`src/logic/cpu_bus_pkg.sv`:
```
// constants, cycle kinds, segment selects and bus states for the
// minimum-mode bus control block; assumes a single 100 MHz clock domain
package cpu_bus_pkg;
	localparam int ADDR_W = 20;
	localparam int DATA_W = 16;
	localparam int SEG_SHIFT = 4;
	localparam int QUEUE_DEPTH = 5;
	localparam int COUNT_W = 3;
	localparam int VEC_TYPE_W = 8;
	localparam int VEC_ENTRY_W = 2;
	localparam int VEC_PAD_W = ADDR_W - VEC_TYPE_W - VEC_ENTRY_W;
	localparam logic [15:0] RESET_SEGMENT = 16'hF000;
	localparam logic [15:0] RESET_OFFSET = 16'hFFF0;
	localparam logic [19:0] VECTOR_TABLE_BASE = 20'h0_0000;
	localparam logic [COUNT_W-1:0] QUEUE_FULL = 3'h5;
	localparam logic [COUNT_W-1:0] QUEUE_EMPTY = 3'h0;
	localparam logic [COUNT_W-1:0] COUNT_ONE = 3'h1;
	localparam logic [15:0] IP_STEP = 16'h0001;
	localparam logic [7:0] BYTE_ZERO = 8'h00;
	localparam logic [15:0] WORD_ZERO = 16'h0000;
	localparam logic [19:0] ADDR_ZERO = 20'h0_0000;

	typedef enum logic [1:0] {
		SEG_CODE, SEG_STACK, SEG_DATA, SEG_EXTRA
	} seg_sel_type;

	typedef enum logic [2:0] {
		CYC_MEM_READ, CYC_MEM_WRITE, CYC_IO_READ, CYC_IO_WRITE,
		CYC_IRQ_ACK, CYC_VECTOR_READ
	} cycle_kind_type;

	typedef enum logic [2:0] {
		ST_IDLE, ST_T1, ST_T2, ST_T3, ST_TW, ST_T4, ST_HOLD
	} bus_state_type;
endpackage

```
`src/logic/cpu_min_mode_bus_control.sv`:
```
// minimum-mode bus control: strobes, hold handshake, address forming
// and the instruction prefetch queue; each T-state is two clocks, so
// "middle of" a state is the edge between its two clocks; all inputs
// are taken as synchronous to clk
module cpu_min_mode_bus_control (
	// clock and reset
	input wire logic clk,
	input wire logic reset_n,
	// strap
	input wire logic config_mode_strap,
	// execution unit request
	input wire logic req_valid,
	input wire cpu_bus_pkg::cycle_kind_type req_kind,
	input wire cpu_bus_pkg::seg_sel_type req_seg,
	input wire logic req_stack_ref,
	input wire logic req_string_dest,
	input wire logic [15:0] req_offset,
	input wire logic [7:0] req_vector_type,
	input wire logic [15:0] req_wdata,
	input wire logic req_odd_low,
	input wire logic req_first_ack,
	input wire logic req_locked,
	output logic req_done,
	output logic [15:0] req_rdata,
	// segment bases
	input wire logic [15:0] code_segment_base,
	input wire logic [15:0] stack_segment_base,
	input wire logic [15:0] data_segment_base,
	input wire logic [15:0] extra_segment_base,
	// instruction queue
	input wire logic queue_pop,
	input wire logic queue_flush,
	input wire logic [15:0] flush_ip,
	output logic queue_valid,
	output logic [7:0] queue_byte,
	// local bus
	input wire logic [15:0] ad_in,
	output logic [15:0] ad_out,
	output logic ad_oe,
	output logic [3:0] addr_high,
	output logic addr_high_oe,
	input wire logic ready,
	// bus control strobes
	output logic addr_latch_en,
	output logic mem_io_sel,
	output logic read_strobe_n,
	output logic write_strobe_n,
	output logic irq_ack_strobe_n,
	output logic xcvr_direction,
	output logic xcvr_enable_n,
	output logic ctrl_oe,
	// hold handshake
	input wire logic hold_request,
	output logic bus_hold_grant
);
	import cpu_bus_pkg::*;

	bus_state_type state_q, state_d;
	logic phase_q, phase_d, grant_q, grant_d, launch;
	logic min_mode_q, boot_q, discard_q, early_q, oe_q;
	logic fetch_q, odd_low_q, first_ack_q, locked_q;
	cycle_kind_type kind_q;
	logic [19:0] addr_q;
	logic [15:0] wdata_q, ip_q, rdata_q;
	logic done_q, qvalid_q;
	logic [7:0] q_q [QUEUE_DEPTH];
	logic [7:0] q_d [QUEUE_DEPTH];
	logic [COUNT_W-1:0] count_q, count_d;
	logic ale_q, mio_q, rd_n_q, wr_n_q, ack_n_q, dir_q, den_n_q;
	logic [15:0] ad_q;
	logic ad_oe_q;

	// request selection, executor first
	wire want_eu = req_valid && !done_q;
	wire want_fetch = count_q < QUEUE_FULL;
	wire want_any = min_mode_q && (want_eu || want_fetch);
	wire take_eu = want_eu;

	// segment choice
	wire seg_sel_type seg_pick = req_string_dest ? SEG_EXTRA :
		req_stack_ref ? SEG_STACK : req_seg;
	wire [15:0] eu_base = (seg_pick == SEG_CODE) ? code_segment_base :
		(seg_pick == SEG_STACK) ? stack_segment_base :
		(seg_pick == SEG_DATA) ? data_segment_base : extra_segment_base;
	wire [15:0] fetch_base = boot_q ? RESET_SEGMENT :
		code_segment_base;
	wire [15:0] pick_base = take_eu ? eu_base : fetch_base;
	wire [15:0] pick_off = take_eu ? req_offset : ip_q;

	// physical address forming
	wire [19:0] seg_addr = {pick_base, {SEG_SHIFT{1'b0}}} +
		{{SEG_SHIFT{1'b0}}, pick_off};
	wire [19:0] vec_addr = VECTOR_TABLE_BASE | {{VEC_PAD_W{1'b0}},
		req_vector_type, req_offset[VEC_ENTRY_W-1:0]};
	wire is_vec = take_eu && (req_kind == CYC_VECTOR_READ);
	wire [19:0] new_addr = is_vec ? vec_addr : seg_addr;
	wire cycle_kind_type new_kind = take_eu ? req_kind : CYC_MEM_READ;

	// kind of the cycle being driven next
	wire cycle_kind_type kind_d = launch ? new_kind : kind_q;
	wire is_wr = (kind_d == CYC_MEM_WRITE) || (kind_d == CYC_IO_WRITE);
	wire is_ack = kind_d == CYC_IRQ_ACK;
	wire is_io = (kind_d == CYC_IO_READ) || (kind_d == CYC_IO_WRITE) ||
		is_ack;
	wire is_rd = !is_wr && !is_ack;
	wire in_mid = (state_d == ST_T2) || (state_d == ST_T3) ||
		(state_d == ST_TW);
	wire t4_first = (state_d == ST_T4) && !phase_d;
	wire t2_second = (state_d == ST_T2) && phase_d;

	// release conditions at T4
	wire release_ok = hold_request && early_q && !odd_low_q &&
		!first_ack_q && !locked_q;
	wire data_end = ((state_q == ST_T3) || (state_q == ST_TW)) &&
		phase_q && ready;
	wire push = data_end && fetch_q && !discard_q && !queue_flush;
	wire pop = queue_pop && (count_q != QUEUE_EMPTY);
	wire [7:0] fetch_byte = ip_q[0] ? ad_in[15:8] : ad_in[7:0];

	// bus state sequencing
	always_comb begin
		state_d = state_q;
		phase_d = !phase_q;
		grant_d = grant_q;
		launch = 1'b0;
		case (state_q)
			ST_IDLE: begin
				phase_d = 1'b0;
				if (hold_request) begin
					state_d = ST_HOLD;
					grant_d = 1'b1;
				end else if (want_any) begin
					state_d = ST_T1;
					launch = 1'b1;
				end
			end
			ST_T1: if (phase_q) state_d = ST_T2;
			ST_T2: if (phase_q) state_d = ST_T3;
			ST_T3, ST_TW: if (phase_q) state_d = ready ? ST_T4 : ST_TW;
			ST_T4: begin
				if (!phase_q) begin
					if (release_ok) grant_d = 1'b1;
				end else if (grant_q) begin
					state_d = hold_request ? ST_HOLD : ST_IDLE;
					grant_d = hold_request;
				end else if (want_any && !hold_request) begin
					state_d = ST_T1;
					launch = 1'b1;
				end else begin
					state_d = ST_IDLE;
				end
			end
			ST_HOLD: begin
				phase_d = 1'b0;
				if (!hold_request) begin
					grant_d = 1'b0;
					state_d = ST_IDLE;
				end
			end
			default: state_d = ST_IDLE;
		endcase
	end

	// driving returns only with a new cycle, drops with grant
	wire oe_d = min_mode_q && !grant_d && (launch || oe_q);

	// queue shift with pop then push
	always_comb begin
		count_d = count_q - (pop ? COUNT_ONE : QUEUE_EMPTY);
		for (int i = 0; i < QUEUE_DEPTH; i++) begin
			q_d[i] = q_q[i];
			if (pop && i < QUEUE_DEPTH - 1) q_d[i] = q_q[i + 1];
		end
		if (push) begin
			q_d[count_d] = fetch_byte;
			count_d = count_d + COUNT_ONE;
		end
		if (queue_flush) count_d = QUEUE_EMPTY;
	end

	// state, grant and cycle registers
	always_ff @(posedge clk) begin
		if (!reset_n) begin
			state_q <= ST_IDLE;
			phase_q <= 1'b0;
			grant_q <= 1'b0;
			oe_q <= 1'b0;
			min_mode_q <= config_mode_strap;
		end else begin
			state_q <= state_d;
			phase_q <= phase_d;
			grant_q <= grant_d;
			oe_q <= oe_d;
		end
	end

	// captured attributes of the running cycle
	always_ff @(posedge clk) begin
		if (!reset_n) begin
			kind_q <= CYC_MEM_READ;
			addr_q <= ADDR_ZERO;
			wdata_q <= WORD_ZERO;
			{fetch_q, odd_low_q, first_ack_q, locked_q} <= '0;
		end else if (launch) begin
			kind_q <= new_kind;
			addr_q <= new_addr;
			wdata_q <= req_wdata;
			fetch_q <= !take_eu;
			odd_low_q <= take_eu && req_odd_low;
			first_ack_q <= take_eu && req_first_ack;
			locked_q <= take_eu && req_locked;
		end
	end

	// early request tracking, set seen on or before T2
	always_ff @(posedge clk) begin
		if (!reset_n || launch) begin
			early_q <= 1'b0;
		end else if ((state_q == ST_T1 || state_q == ST_T2) &&
			hold_request) begin
			early_q <= 1'b1;
		end
	end

	// instruction pointer, boot vector and flush discard
	always_ff @(posedge clk) begin
		if (!reset_n) begin
			ip_q <= RESET_OFFSET;
			boot_q <= 1'b1;
			discard_q <= 1'b0;
		end else if (queue_flush) begin
			ip_q <= flush_ip;
			boot_q <= 1'b0;
			discard_q <= launch ? !take_eu : (fetch_q &&
				state_q != ST_IDLE && state_q != ST_HOLD);
		end else begin
			if (push) ip_q <= ip_q + IP_STEP;
			if (launch) discard_q <= 1'b0;
		end
	end

	// prefetch queue storage
	always_ff @(posedge clk) begin
		if (!reset_n) begin
			count_q <= QUEUE_EMPTY;
			qvalid_q <= 1'b0;
			for (int i = 0; i < QUEUE_DEPTH; i++) q_q[i] <= BYTE_ZERO;
		end else begin
			count_q <= count_d;
			qvalid_q <= count_d != QUEUE_EMPTY;
			q_q <= q_d;
		end
	end

	// executor answer
	always_ff @(posedge clk) begin
		if (!reset_n) begin
			done_q <= 1'b0;
			rdata_q <= WORD_ZERO;
		end else begin
			done_q <= data_end && !fetch_q;
			if (data_end && !fetch_q) rdata_q <= ad_in;
		end
	end

	// registered strobes derived from the next bus state
	always_ff @(posedge clk) begin
		if (!reset_n) begin
			ale_q <= 1'b0;
			{mio_q, dir_q} <= '0;
			{rd_n_q, wr_n_q, ack_n_q, den_n_q} <= '1;
			ad_q <= WORD_ZERO;
			ad_oe_q <= 1'b0;
		end else begin
			ale_q <= min_mode_q && state_d == ST_T1 && !phase_d;
			if (launch) mio_q <= !is_io;
			if (launch) dir_q <= is_wr;
			rd_n_q <= !(in_mid && is_rd);
			wr_n_q <= !(in_mid && is_wr);
			ack_n_q <= !(in_mid && is_ack);
			den_n_q <= !(is_wr ? (in_mid || t4_first) :
				(t2_second || (in_mid && state_d != ST_T2) ||
				t4_first));
			ad_q <= (state_d == ST_T1) ? (launch ? new_addr[15:0] :
				addr_q[15:0]) : wdata_q;
			ad_oe_q <= oe_d && (state_d == ST_T1 ||
				(is_wr && (in_mid || t4_first)));
		end
	end

	// outputs
	assign addr_latch_en = ale_q;
	assign mem_io_sel = mio_q;
	assign read_strobe_n = rd_n_q;
	assign write_strobe_n = wr_n_q;
	assign irq_ack_strobe_n = ack_n_q;
	assign xcvr_direction = dir_q;
	assign xcvr_enable_n = den_n_q;
	assign ctrl_oe = oe_q;
	assign ad_out = ad_q;
	assign ad_oe = ad_oe_q;
	assign addr_high = addr_q[19:16];
	assign addr_high_oe = oe_q;
	assign bus_hold_grant = grant_q;
	assign req_done = done_q;
	assign req_rdata = rdata_q;
	assign queue_valid = qvalid_q;
	assign queue_byte = q_q[0];
endmodule

```
`config.mk`:
```
export PLATFORM = sky130hd
export DESIGN_NAME = cpu_min_mode_bus_control
export DESIGN_NICKNAME = d
export VERILOG_FILES = /design/src/logic/cpu_bus_pkg.sv /design/src/logic/cpu_min_mode_bus_control.sv
export SDC_FILE = /design/constraint.sdc
export NUM_CORES = 1
export LEC_CHECK = 0
export ABC_AREA = 1
export BUFFER_PORTS_ARGS = -buffer_cell sky130_fd_sc_hd__buf_2
export CAP_MARGIN = 10
export CORE_ASPECT_RATIO = 0.9
export CORE_MARGIN = 2
export CORE_UTILIZATION = 36
export DETAILED_ROUTE_END_ITERATION = 6
export PLACE_DENSITY = 0.61
export SKIP_LAST_GASP = 1
export SLEW_MARGIN = 20
export SYNTH_ARGS = -nofsm -noshare
export SYNTH_HDL_FRONTEND = slang
export SYNTH_SLANG_ARGS = --single-unit
```
`constraint.sdc`:
```
create_clock -name clk -period 3.3 [get_ports clk]
set_clock_uncertainty 0.2 [all_clocks]
set_input_delay 0.66 -clock clk [delete_from_list [all_inputs] [get_ports clk]]
set_output_delay 0.66 -clock clk [all_outputs]
set_load 0.03 [all_outputs]
```
; ---- Yosys cells after proc, flatten, opt, wreduce, memory -nomap -nowiden
; Index checks and enable logic that the tools add are counted.
[totals]
register_bits = 154
output_inout_bits = 57
inputBits = 154
[classes]
muxes = 56
n_addsub = 4
bitwise_logic = 1
n_reduce_logical = 78
eq_ne = 20
n_lt_le_gt_ge = 3
[ops]
columns = op, n
row1 = 2-to-1 mux 16 bit, 10
row2 = 2-to-1 mux 8 bit, 6
row3 = bitwise mux 40 bit, 1
row4 = 2-to-1 mux 40 bit, 1
row5 = 2-to-1 mux 3 bit, 13
row6 = logical AND 1 bit, 35
row7 = demux 8 bit (select 3 bit), 1
row8 = == test 3 bit (second input constant), 7
row9 = adder 20 x 16 -> 20 bit, 1
row10 = zero test 1 bit, 20
row11 = 2-to-1 mux 20 bit, 1
row12 = == test 3 x 2 -> 1 bit (second input constant), 6
row13 = 2-to-1 mux 1 bit, 18
row14 = case mux 3 bit (6 select lines), 1
row15 = adder 16 x 1 -> 16 bit (second input constant), 1
row16 = logical OR 1 bit, 14
row17 = == test 3 x 1 -> 1 bit (second input constant), 3
row18 = nonzero test 3 bit, 3
row19 = greater-or-equal comparator 4 bit (second input constant), 1
row20 = less-than comparator 4 x 1 -> 1 bit (second input constant), 1
row21 = 2-to-1 mux 2 bit, 2
row22 = NOT 3 -> 4 bit, 1
row23 = nonzero test 2 bit, 2
row24 = OR reduction 2 bit, 2
row25 = other kinds (11), 11

; ---- Logic depth before layout (Yosys ltp)
; Gate-level depths: netlist (run 1).
[depth]
depth_word = 17
mapped_depth = 22
mapped_depth_nobuf = 21

; ---- Worst setup path after synthesis (run 1)
; Ideal clock, no wire load.
[synth_path]
path_kind = input-to-reg
startpoint = input port req_stack_ref
endpoint = register ad_q[14] (netlist: ad_out[14])
t_arrival_ns = 3.181
required_time_ns = 2.983
path_stages = 21
path_slack_ns = -0.198
setup_ns = 0.117
cell_sequence = nor2_1 > nand3_1 > inv_1 > buf_2 > nand2_1 > nand2_1 > nor2_1 > o21ai_0 > ha_1 > inv_1 > fa_1 > o21ai_0 > nand2_1 > nand3_1 > nand2_1 > nand2_1 > nand2_1 > nand3_1 > nand2_1 > nor2_1 > nor2_1
[synth_via]
elab_chain_cells = 11
word_cells_on_any_way = 13
[synth_rtl]
columns = item, line_no
row1 = start: declaration, cpu_min_mode_bus_control.sv:15  ; input wire logic req_stack_ref,
row2 = 2-to-1 mux 2 bit (*), cpu_min_mode_bus_control.sv:81  ; req_stack_ref ? SEG_STACK : req_seg;
row3 = 2-to-1 mux 2 bit (*), cpu_min_mode_bus_control.sv:80  ; wire seg_sel_type seg_pick = req_string_dest ? SEG_EXTRA :
row4 = == test 2 bit, cpu_min_mode_bus_control.sv:84  ; (seg_pick == SEG_DATA) ? data_segment_base : extra_segment_base;
row5 = 2-to-1 mux 16 bit, cpu_min_mode_bus_control.sv:84
row6 = 2-to-1 mux 16 bit, cpu_min_mode_bus_control.sv:83  ; (seg_pick == SEG_STACK) ? stack_segment_base :
row7 = 2-to-1 mux 16 bit (*), cpu_min_mode_bus_control.sv:82  ; wire [15:0] eu_base = (seg_pick == SEG_CODE) ? code_segment_base :
row8 = 2-to-1 mux 16 bit (*), cpu_min_mode_bus_control.sv:87  ; wire [15:0] pick_base = take_eu ? eu_base : fetch_base;
row9 = adder 20 x 16 -> 20 bit (*), cpu_min_mode_bus_control.sv:91  ; wire [19:0] seg_addr = {pick_base, {SEG_SHIFT{1'b0}}} +
row10 = 2-to-1 mux 20 bit (*), cpu_min_mode_bus_control.sv:96  ; wire [19:0] new_addr = is_vec ? vec_addr : seg_addr;
row11 = 2-to-1 mux 16 bit (*) (2 in a row), cpu_min_mode_bus_control.sv:284  ; ad_q <= (state_d == ST_T1) ? (launch ? new_addr[15:0] :
row12 = end signal: assignment, cpu_min_mode_bus_control.sv:284
row13 = end: declaration, cpu_min_mode_bus_control.sv:70  ; logic [15:0] ad_q;
; Mark *: on every way between the ends. The rest lies on a longest branch, timed or not.
; A chain may end at the register's enable or synchronous reset.

; ---- Final worst setup path (run 1)
[layout_path]
startpoint = register done_q (netlist: req_done)
endpoint = register ad_q[8] (netlist: ad_out[8])
[layout_via]
elab_chain_cells = 11
word_cells_on_any_way = 25
[layout_rtl]
columns = item, line_no
row1 = start: declaration, cpu_min_mode_bus_control.sv:65  ; logic done_q, qvalid_q;
row2 = start signal: assignment, cpu_min_mode_bus_control.sv:261  ; done_q <= data_end && !fetch_q;
row3 = zero test 1 bit (*), cpu_min_mode_bus_control.sv:74  ; wire want_eu = req_valid && !done_q;
row4 = logical AND 1 bit (*), cpu_min_mode_bus_control.sv:74
row5 = "parallel branches: the longest is 8 deep, another holds adder 20 x 16 -> 20 bit", --
row6 = 2-to-1 mux 16 bit (*), cpu_min_mode_bus_control.sv:284
; Every way passes the cells marked *.

==> flow_summary.json, run 1 <==
{
  "status": "finished clean",
  "netlist_instances": 1179,
  "synth_area_leaders": "dfxtp_1, nand2_1, o21ai_0",
  "cts-hold-fix-buffers": 0,
  "fin_crit_sh": 0.9391,
  "first_pass_iters": 5,
  "clkTransAtPathRegs_ns": 0.08,
  "cp_max_fo": 9,
  "overflow": 0,
  "maxCapViolations": 0,
  "drt_iter0_markers": 591,
  "place_congestion": 0.8938,
  "coreArea_um2": 21820,
  "nets": 1568,
  "clkPwrFrac": 0.321,
  "numPortBuffers": 210,
  "drt-wirelength-per-cell_um": 14.36,
  "drtAntennaViolNets": 0,
  "cts_tree": "yes",
  "worst-slew-pin-transition_ns": 0.6003,
  "postSynth.topFlopCell": "dfxtp_1",
  "design_area_um2": 10200,
  "synth_area_um2": 8061,
  "grt_pass1_wl_um": 39050,
  "start_util": 0.3694,
  "postPlaceCellArea_um2": 9565,
  "p_leak_nw": 4.995,
  "crit_slowest_cell": "ha_1",
  "layout_commonest_cell": "nand2_1",
  "synth_seq_cells": 154,
  "dieArea_um2": 23610,
  "period_needed_ns": 3.099,
  "yosysTopAreaCellShare": 0.3799,
  "viasPerCell": 4.908,
  "diodes": 0,
  "worstPathCellList": "inv_1, nand2_2, inv_2, nand2_1, inv_1, buf_4, o21ai_0, o21ai_0, ha_1, a21oi_1, o21ai_2, buf_4, xnor2_1, o211ai_1, nand3_1, a21oi_1",
  "fmax_mhz": 322.7,
  "antenna_found_initial": 0,
  "r2r_cells": 16,
  "seq_area_frac_synth": 0.3837,
  "htree_levels": 4,
  "slew_headroom": 0.5988,
  "power.share.sequential": 0.354,
  "netlist-cell-type-count": 47,
  "combPwrFrac": 0.325,
  "setup_viol": 0,
  "clock_latency_ns": 0.43,
  "clk_path_buf_depth": 2,
  "intPower_mw": 3.928,
  "end_kind": "register",
  "syn_nets": 1350,
  "num_rows": 51,
  "cp-start-kind": "register",
  "grt_pass1_vias": 7638,
  "synth_edf_count": 1,
  "via_count": 8348,
  "required_ns": 3.47,
  "drcViolationCount": 0,
  "cts-root-buf": "clkbuf_16",
  "p_sw_mw": 2.374,
  "drive_gt1_frac": 0.2404,
  "final_cell_mix": "nand2_1, buf_2, dfxtp_1, o21ai_0, inv_1",
  "fin_ws_ns": 0.2008,
  "vdd_drop_max_uv": 365.0,
  "path_class": "register to register",
  "yosys_warnings": 0,
  "synth.avg_cell_area_um2": 6.838,
  "cts_buffers": 17,
  "grt_max_degree": 57,
  "place_hpwl_um": 18790,
  "slowest_delay_ns": 0.36,
  "critical_path_arrival_ns": 3.27,
  "hold_viol": 0,
  "synth-async-reset-ratio": 0,
  "p_total_mw": 6.302,
  "dp_slack_ns": -0.2110,
  "die_h_um": 146.0,
  "powerDensity_nw_per_um2": 617.5,
  "hold_class": "input port to register",
  "routed_wl_um": 24430,
  "clock_sinks": 154,
  "synth_top_area_cell": "dfxtp_1",
  "rsz0062_at_grt": "false",
  "io_pins": 211,
  "swShare": 0.3767,
  "track_usage": 0.2045,
  "area_delta_synth_final_pct": 26.59,
  "drv_slew": 0,
  "die_w_um": 161.7,
  "whs_path_depth": 1
}
## final cells by class
| cell class | instances | area (um2) |
|---|---|---|
| fill | 2261 | 11620 |
| inverter | 117 | 439.2 |
| sequential | 154 | 3093 |
| clock buffer | 17 | 425.4 |
| multi-input combinational | 840 | 4173 |
| clock inverter | 15 | 193.9 |
| tap | 291 | 364.1 |
| timing repair buffer | 267 | 1516 |
## power groups by stage
stage          clock (mW)  sequential, mW  combinational, mW
2_1_floorplan           0            2.40               1.25
3_3_place_gp            0            2.27               2.02
3_5_place_dp            0            2.27               2.02
4_1_cts              2.07            2.23               2.03
5_1_grt              2.14            2.26               2.28
6_report             2.03            2.23               2.05
## flip-flops by register name, indices dropped and copies added (netlist names), 3 cells and up, named ones only
signal,flops
ad_out,16
state_q,3
count_q,3
queue_byte,8
addr_q,20
kind_q,3
wdata_q,16
req_rdata,16
ip_q,16
q_q,24
## cells in the mapped netlist (all sizes together), types with 8 or more instances
master	n
dfxtp	153
a31oi	29
buf	37
nor2	94
o211ai	10
xor2	12
nand4	11
a22o	11
ha	16
inv	114
o21ai	131
nand2	335
clkbuf	31
a21oi	72
nand3	73
or2	8
nor3	8
## layer usage
metal	vias up	track usage	share of wire
met5	-	0	0
met4	0	0.05664	0.017
met3	30	0.03106	0.058
met2	253	0.2998	0.41
met1	3741	0.3091	0.51
li1	4324	-	-
## path summary, 6_finish.rpt
check                                  startpoint    endpoint  slack, ns
worst min register to register           register    register       0.25
worst max register to register           req_done   ad_out[8]       0.20
worst min-delay path            config_mode_strap  min_mode_q       0.21
worst max-delay path                     req_done   ad_out[8]       0.20
## critical path, delay by kind of cell, from the launching register on
kind | cells | cell delay [ns]
compound gates | 6 | 1.11
fa+ha+maj | 1 | 0.36
simple gates | 3 | 0.36
xor+xnor | 1 | 0.13
buf+inv | 5 | 0.56
flops | 1 | 0.32
## cells by family after synthesis
logic type | count (synthesis) | synth area share
XOR/XNOR | 14 | 0.01521
AND/OR/NAND/NOR | 535 | 0.2800
flip-flops | 154 | 0.3837
adder cells (fa/ha/maj) | 17 | 0.02732
AO/OA/AOI/OAI | 274 | 0.1929
buffers and inverters | 185 | 0.1009
## through the flow
step / util / TNS [ns] / hold slack, ns / cells
after floorplan: - / 0 / 0.2191 / 1179
after global placement: 0.4383 / -1.547 / 0.2328 / 1667
after detailed placement: 0.4383 / -1.797 / 0.2371 / 1667
after CTS: 0.4667 / 0 / 0.1999 / 1699
after global routing: 0.4676 / 0 / 0.1959 / 1701
final: 0.4676 / 0 / 0.2111 / 1701
## repair_timing
action	in CTS	in global routing
resized for setup	0	2
setup endpoints to repair	0	5
buffers inserted	0	2
Note: power is estimated with default switching activity, not from simulation.
==> run 2: changes to the inputs <==
- GPL_TIMING_DRIVEN: not set -> 0
- REMOVE_ABC_BUFFERS: not set -> 1
==> flow_summary.json, run 2 (synthesized netlist as in run 1, its figures left out) <==
{
  "hold_class": "input port to register",
  "dieArea_um2": 23610,
  "cts_tree": "yes",
  "worst-slew-pin-transition_ns": 0.8029,
  "clock_latency_ns": 0.43,
  "slew_headroom": 0.4642,
  "die_h_um": 146.0,
  "die_w_um": 161.7,
  "final_cell_mix": "nand2_1, buf_2, dfxtp_1, o21ai_0, inv_1",
  "end_kind": "register",
  "regMostFlops": "q_q",
  "drive_gt1_frac": 0.2391,
  "drv_slew": 0,
  "crit_slowest_cell": "ha_1",
  "area_delta_synth_final_pct": 25.90,
  "critical_path_arrival_ns": 3.23,
  "fin_cells": 1667,
  "clock_sinks": 154,
  "maxCapViolations": 0,
  "fmax_mhz": 320.2,
  "antenna_found_initial": 0,
  "cts_buffers": 17,
  "viasPerCell": 4.962,
  "grt_max_degree": 71,
  "cp_max_fo": 11,
  "period_needed_ns": 3.123,
  "path_class": "input port to register",
  "htree_levels": 4,
  "num_rows": 51,
  "postPlaceCellArea_um2": 9164,
  "cpMostUsedCell": "a21oi_1",
  "dp_slack_ns": -1.864,
  "first_pass_iters": 5,
  "rsz0062_at_grt": "true",
  "via_count": 8271,
  "clk_path_buf_depth": 2,
  "io_pins": 211,
  "status": "finished clean",
  "vdd_drop_max_uv": 317.1,
  "worstPathCellList": "buf_2, nor2_4, nand3_4, clkinvlp_4, buf_4, nand2_1, nand2_1, nor2_1, o21ai_0, ha_1, a21oi_2, o21ai_4, a21oi_1, xor2_1, nor2_1, a21oi_1, a21oi_1",
  "cp-start-kind": "input port",
  "setup_viol": 0,
  "grt_pass1_wl_um": 39130,
  "dp.cells": 1614,
  "overflow": 0,
  "fin_crit_sh": 0.9463,
  "place_congestion": 0.8931,
  "drt_iter0_markers": 478,
  "routed_wl_um": 25060,
  "design_area_um2": 10150,
  "drtAntennaViolNets": 0,
  "reg.largest.list": "q_q x24, addr_q x20",
  "hold_viol": 0,
  "nets": 1534,
  "place_hpwl_um": 17840,
  "clkTransAtPathRegs_ns": 0.06,
  "cts-root-buf": "clkbuf_16",
  "track_usage": 0.2091,
  "layout_commonest_cell": "nand2_1",
  "drt-wirelength-per-cell_um": 15.03,
  "largest_reg_flops": 24,
  "drcViolationCount": 0,
  "powerDensity_nw_per_um2": 609.0,
  "numPortBuffers": 210,
  "grt_pass1_vias": 7557,
  "required_ns": 3.41,
  "diodes": 0,
  "cts-hold-fix-buffers": 0,
  "fin_ws_ns": 0.1772,
  "start_util": 0.3694,
  "slowest_delay_ns": 0.35,
  "p_leak_nw": 4.845,
  "coreArea_um2": 21820
}
-- run 2: cell types whose count changed in the layout (fill, tap and decap cells not counted), moves of 3 or more --
cell        delta
inv_8          -5
nand3_1        -4
buf_4         -35
clkinv_4       +7
nand2_1        -4
clkinvlp_4     +3
clkinv_8       -3
o21ai_0        -3
inv_1          -6
-- run 2: what timing repair did --
action / CTS / global route
setup endpoints to repair: 100 / 23
buffers inserted: 11 / 9
gates resized for setup: 31 / 19
pin swaps: 5 / 11
-- run 2: layout make-up --
class                           count  area, um2
Timing Repair Buffer              233       1284
Sequential cell                   154       3093
Clock buffer                       20      467.9
Clock inverter                     12      138.9
Inverter                          117      489.2
Multi-Input combinational cell    840       4313
Fill cell                        2318      11670
Tap cell                          291      364.1
-- run 2: worst max-delay path: cells and delay by family --
kind	cells	cell delay, ns
compound gates	6	1.05
simple gates	6	0.57
buf+inv	3	0.41
xor+xnor	1	0.21
fa+ha+maj	1	0.35
-- run 2: power by group --
| group | switching (mW) | internal, mW |
|---|---|---|
| clock network | 0.831 | 1.19 |
| logic | 1.30 | 0.638 |
| registers | 0.130 | 2.09 |
-- run 2: final timing paths --
| check | slack [ns] | to | startpoint | cells after the start |
|---|---|---|---|---|
| setup / recovery | 0.18 | ad_out[10] | req_stack_ref | 17 |
| hold / removal | 0.21 | min_mode_q | config_mode_strap | 1 |
| setup reg to reg | 0.19 | ad_out[15] | req_done | 18 |
| hold reg to reg | 0.25 | register | register | 2 |
-- run 2: metrics by stage --
step / utilization / TNS [ns] / hold WS, ns / power [mW]
after floorplan: - / -93.51 / 0.2191 / 3.513
after global placement: 0.4171 / -388.62 / 0.2349 / 4.090
after detailed placement: 0.4199 / -83.06 / 0.2390 / 4.110
after CTS: 0.4576 / -0.01655 / 0.1984 / 6.175
after global routing: 0.4651 / -0.1744 / 0.1956 / 6.553
final: 0.4651 / 0 / 0.2146 / 6.181
-- run 2: per-layer routing --
metal	track usage	vias up	wire (um)
li1	-	4245	-
met1	0.2738	3754	11690
met2	0.3427	244	11390
met3	0.04645	28	1490
met4	0.06681	0	486
met5	0	-	0
==> run 3: changes to the inputs <==
- GPL_TIMING_DRIVEN: 0 -> not set
==> flow_summary.json, run 3 (synthesized netlist as in run 1, its figures left out) <==
{
  "routed_wl_um": 24600,
  "p_leak_nw": 4.912,
  "drt_iter0_markers": 452,
  "clock_latency_ns": 0.43,
  "rrSetupSlack_ns": 0.25,
  "design_area_um2": 10050,
  "track_usage": 0.2087,
  "die_w_um": 161.7,
  "fin_ws_ns": 0.2284,
  "die_h_um": 146.0,
  "final_cell_mix": "nand2_1, buf_2, dfxtp_1, o21ai_0, inv_1",
  "maxCapViolations": 0,
  "grt_pass1_wl_um": 39260,
  "required_ns": 3.41,
  "dp_slack_ns": -0.2672,
  "coreArea_um2": 21820,
  "reg.largest.list": "q_q x24, addr_q x20",
  "fin_setup_tns_ns": 0,
  "setup_viol": 0,
  "largest_reg_flops": 24,
  "critical_path_arrival_ns": 3.18,
  "io_pins": 211,
  "overflow": 0,
  "first_pass_iters": 5,
  "fmax_mhz": 325.6,
  "cp_max_fo": 4,
  "start_util": 0.3694,
  "cts_tree": "yes",
  "num_rows": 51,
  "htree_levels": 4,
  "fin_crit_sh": 0.9308,
  "dieArea_um2": 23610,
  "area_delta_synth_final_pct": 24.72,
  "rsz0062_at_grt": "false",
  "slew_headroom": 0.5812,
  "drtAntennaViolNets": 0,
  "layout_commonest_cell": "nand2_1",
  "nets": 1553,
  "cts_buffers": 17,
  "utilization": 0.4607,
  "numPortBuffers": 210,
  "grt_max_degree": 52,
  "drive_gt1_frac": 0.2315,
  "antenna_found_initial": 0,
  "seqCellArea_um2": 3093,
  "fillers": 2298,
  "path_class": "input port to register",
  "diodes": 0,
  "worst-slew-pin-transition_ns": 0.6267,
  "period_needed_ns": 3.072,
  "viasPerCell": 4.903,
  "drcViolationCount": 0,
  "multi_input_area_um2": 4167,
  "clk_path_buf_depth": 2,
  "clock_sinks": 154,
  "cp-start-kind": "input port",
  "hold_viol": 0,
  "cts-root-buf": "clkbuf_16",
  "p_total_mw": 6.167,
  "vdd_drop_max_uv": 312.0,
  "status": "finished clean",
  "hold_class": "input port to register",
  "grt_pass1_vias": 7765,
  "drt-wirelength-per-cell_um": 14.59,
  "cts-hold-fix-buffers": 0,
  "drv_slew": 0,
  "place_hpwl_um": 18860,
  "place_congestion": 0.9058,
  "via_count": 8267,
  "powerDensity_nw_per_um2": 613.4,
  "postPlaceCellArea_um2": 9447,
  "clkTransAtPathRegs_ns": 0.06,
  "cts_setup_buffers": 0,
  "regMostFlops": "q_q",
  "end_kind": "register"
}
-- run 3: cell count changes in the layout (fill, tap and decap cells not counted), sizes merged --
cell / delta
clkinvlp: -3
clkinv: -6
bufinv: -1
inv: +10
buf: +19
-- run 3: where the power goes --
group | internal [mW] | total [mW] | switching, mW
clock network | 1.15 | 1.99 | 0.846
registers | 2.09 | 2.22 | 0.131
logic | 0.675 | 1.95 | 1.28
-- run 3: path summary, 6_finish.rpt --
| check | start | endpoint | cells past startpoint |
|---|---|---|---|
| setup / recovery | req_stack_ref | ad_out[14] | 22 |
| hold / removal | config_mode_strap | min_mode_q | 1 |
| setup reg to reg | req_done | ad_out[14] | 22 |
| hold reg to reg | register | register | 2 |
-- run 3: final cells by class --
| type | count | area share |
|---|---|---|
| flip-flops and latches | 154 | 0.3076 |
| inverters | 117 | 0.04368 |
| repair buffers | 252 | 0.1384 |
| clock buffers | 20 | 0.04754 |
| multi-input cells | 840 | 0.4144 |
| clock inverters | 12 | 0.01220 |
| well taps | 291 | 0.03621 |
-- run 3: per-stage QoR --
stage,std cells,hold slack (ns)
after floorplan,1111,0.2191
after global placement,1654,0.2347
after detailed placement,1654,0.2410
after CTS,1686,0.2037
after global routing,1686,0.1946
final,1686,0.2207
-- run 3: what timing repair did --
item	4_1_cts	5_1_grt
endpoints found under the hold margin	0	0
setup endpoints to repair	0	4
resized for setup	0	5
-- run 3: worst max-delay path, stage by stage --
cell and delay, ns:
buf_2 0.11, nor2_2 0.14, nand3_1 0.12, nand2_1 0.12, nand2_1 0.08, inv_1 0.11
nand2_1 0.07, o21ai_1 0.11, ha_1 0.20, inv_1 0.05, fa_1 0.40, o21ai_0 0.22
buf_4 0.17, nand2_1 0.05, nand3_1 0.10, nand2_1 0.08, nand2_1 0.06, nand2_1 0.05
nand3_1 0.09, nand2_1 0.06, nor2_1 0.08, nor2_1 0.04
-- run 3: layer usage --
metal / GRT usage / vias up / share of wire
met5: 0 / - / 0
met4: 0.06416 / 0 / 0.021
met3: 0.04617 / 23 / 0.059
met2: 0.3391 / 278 / 0.45
met1: 0.2769 / 3678 / 0.47
li1: - / 4288 / -
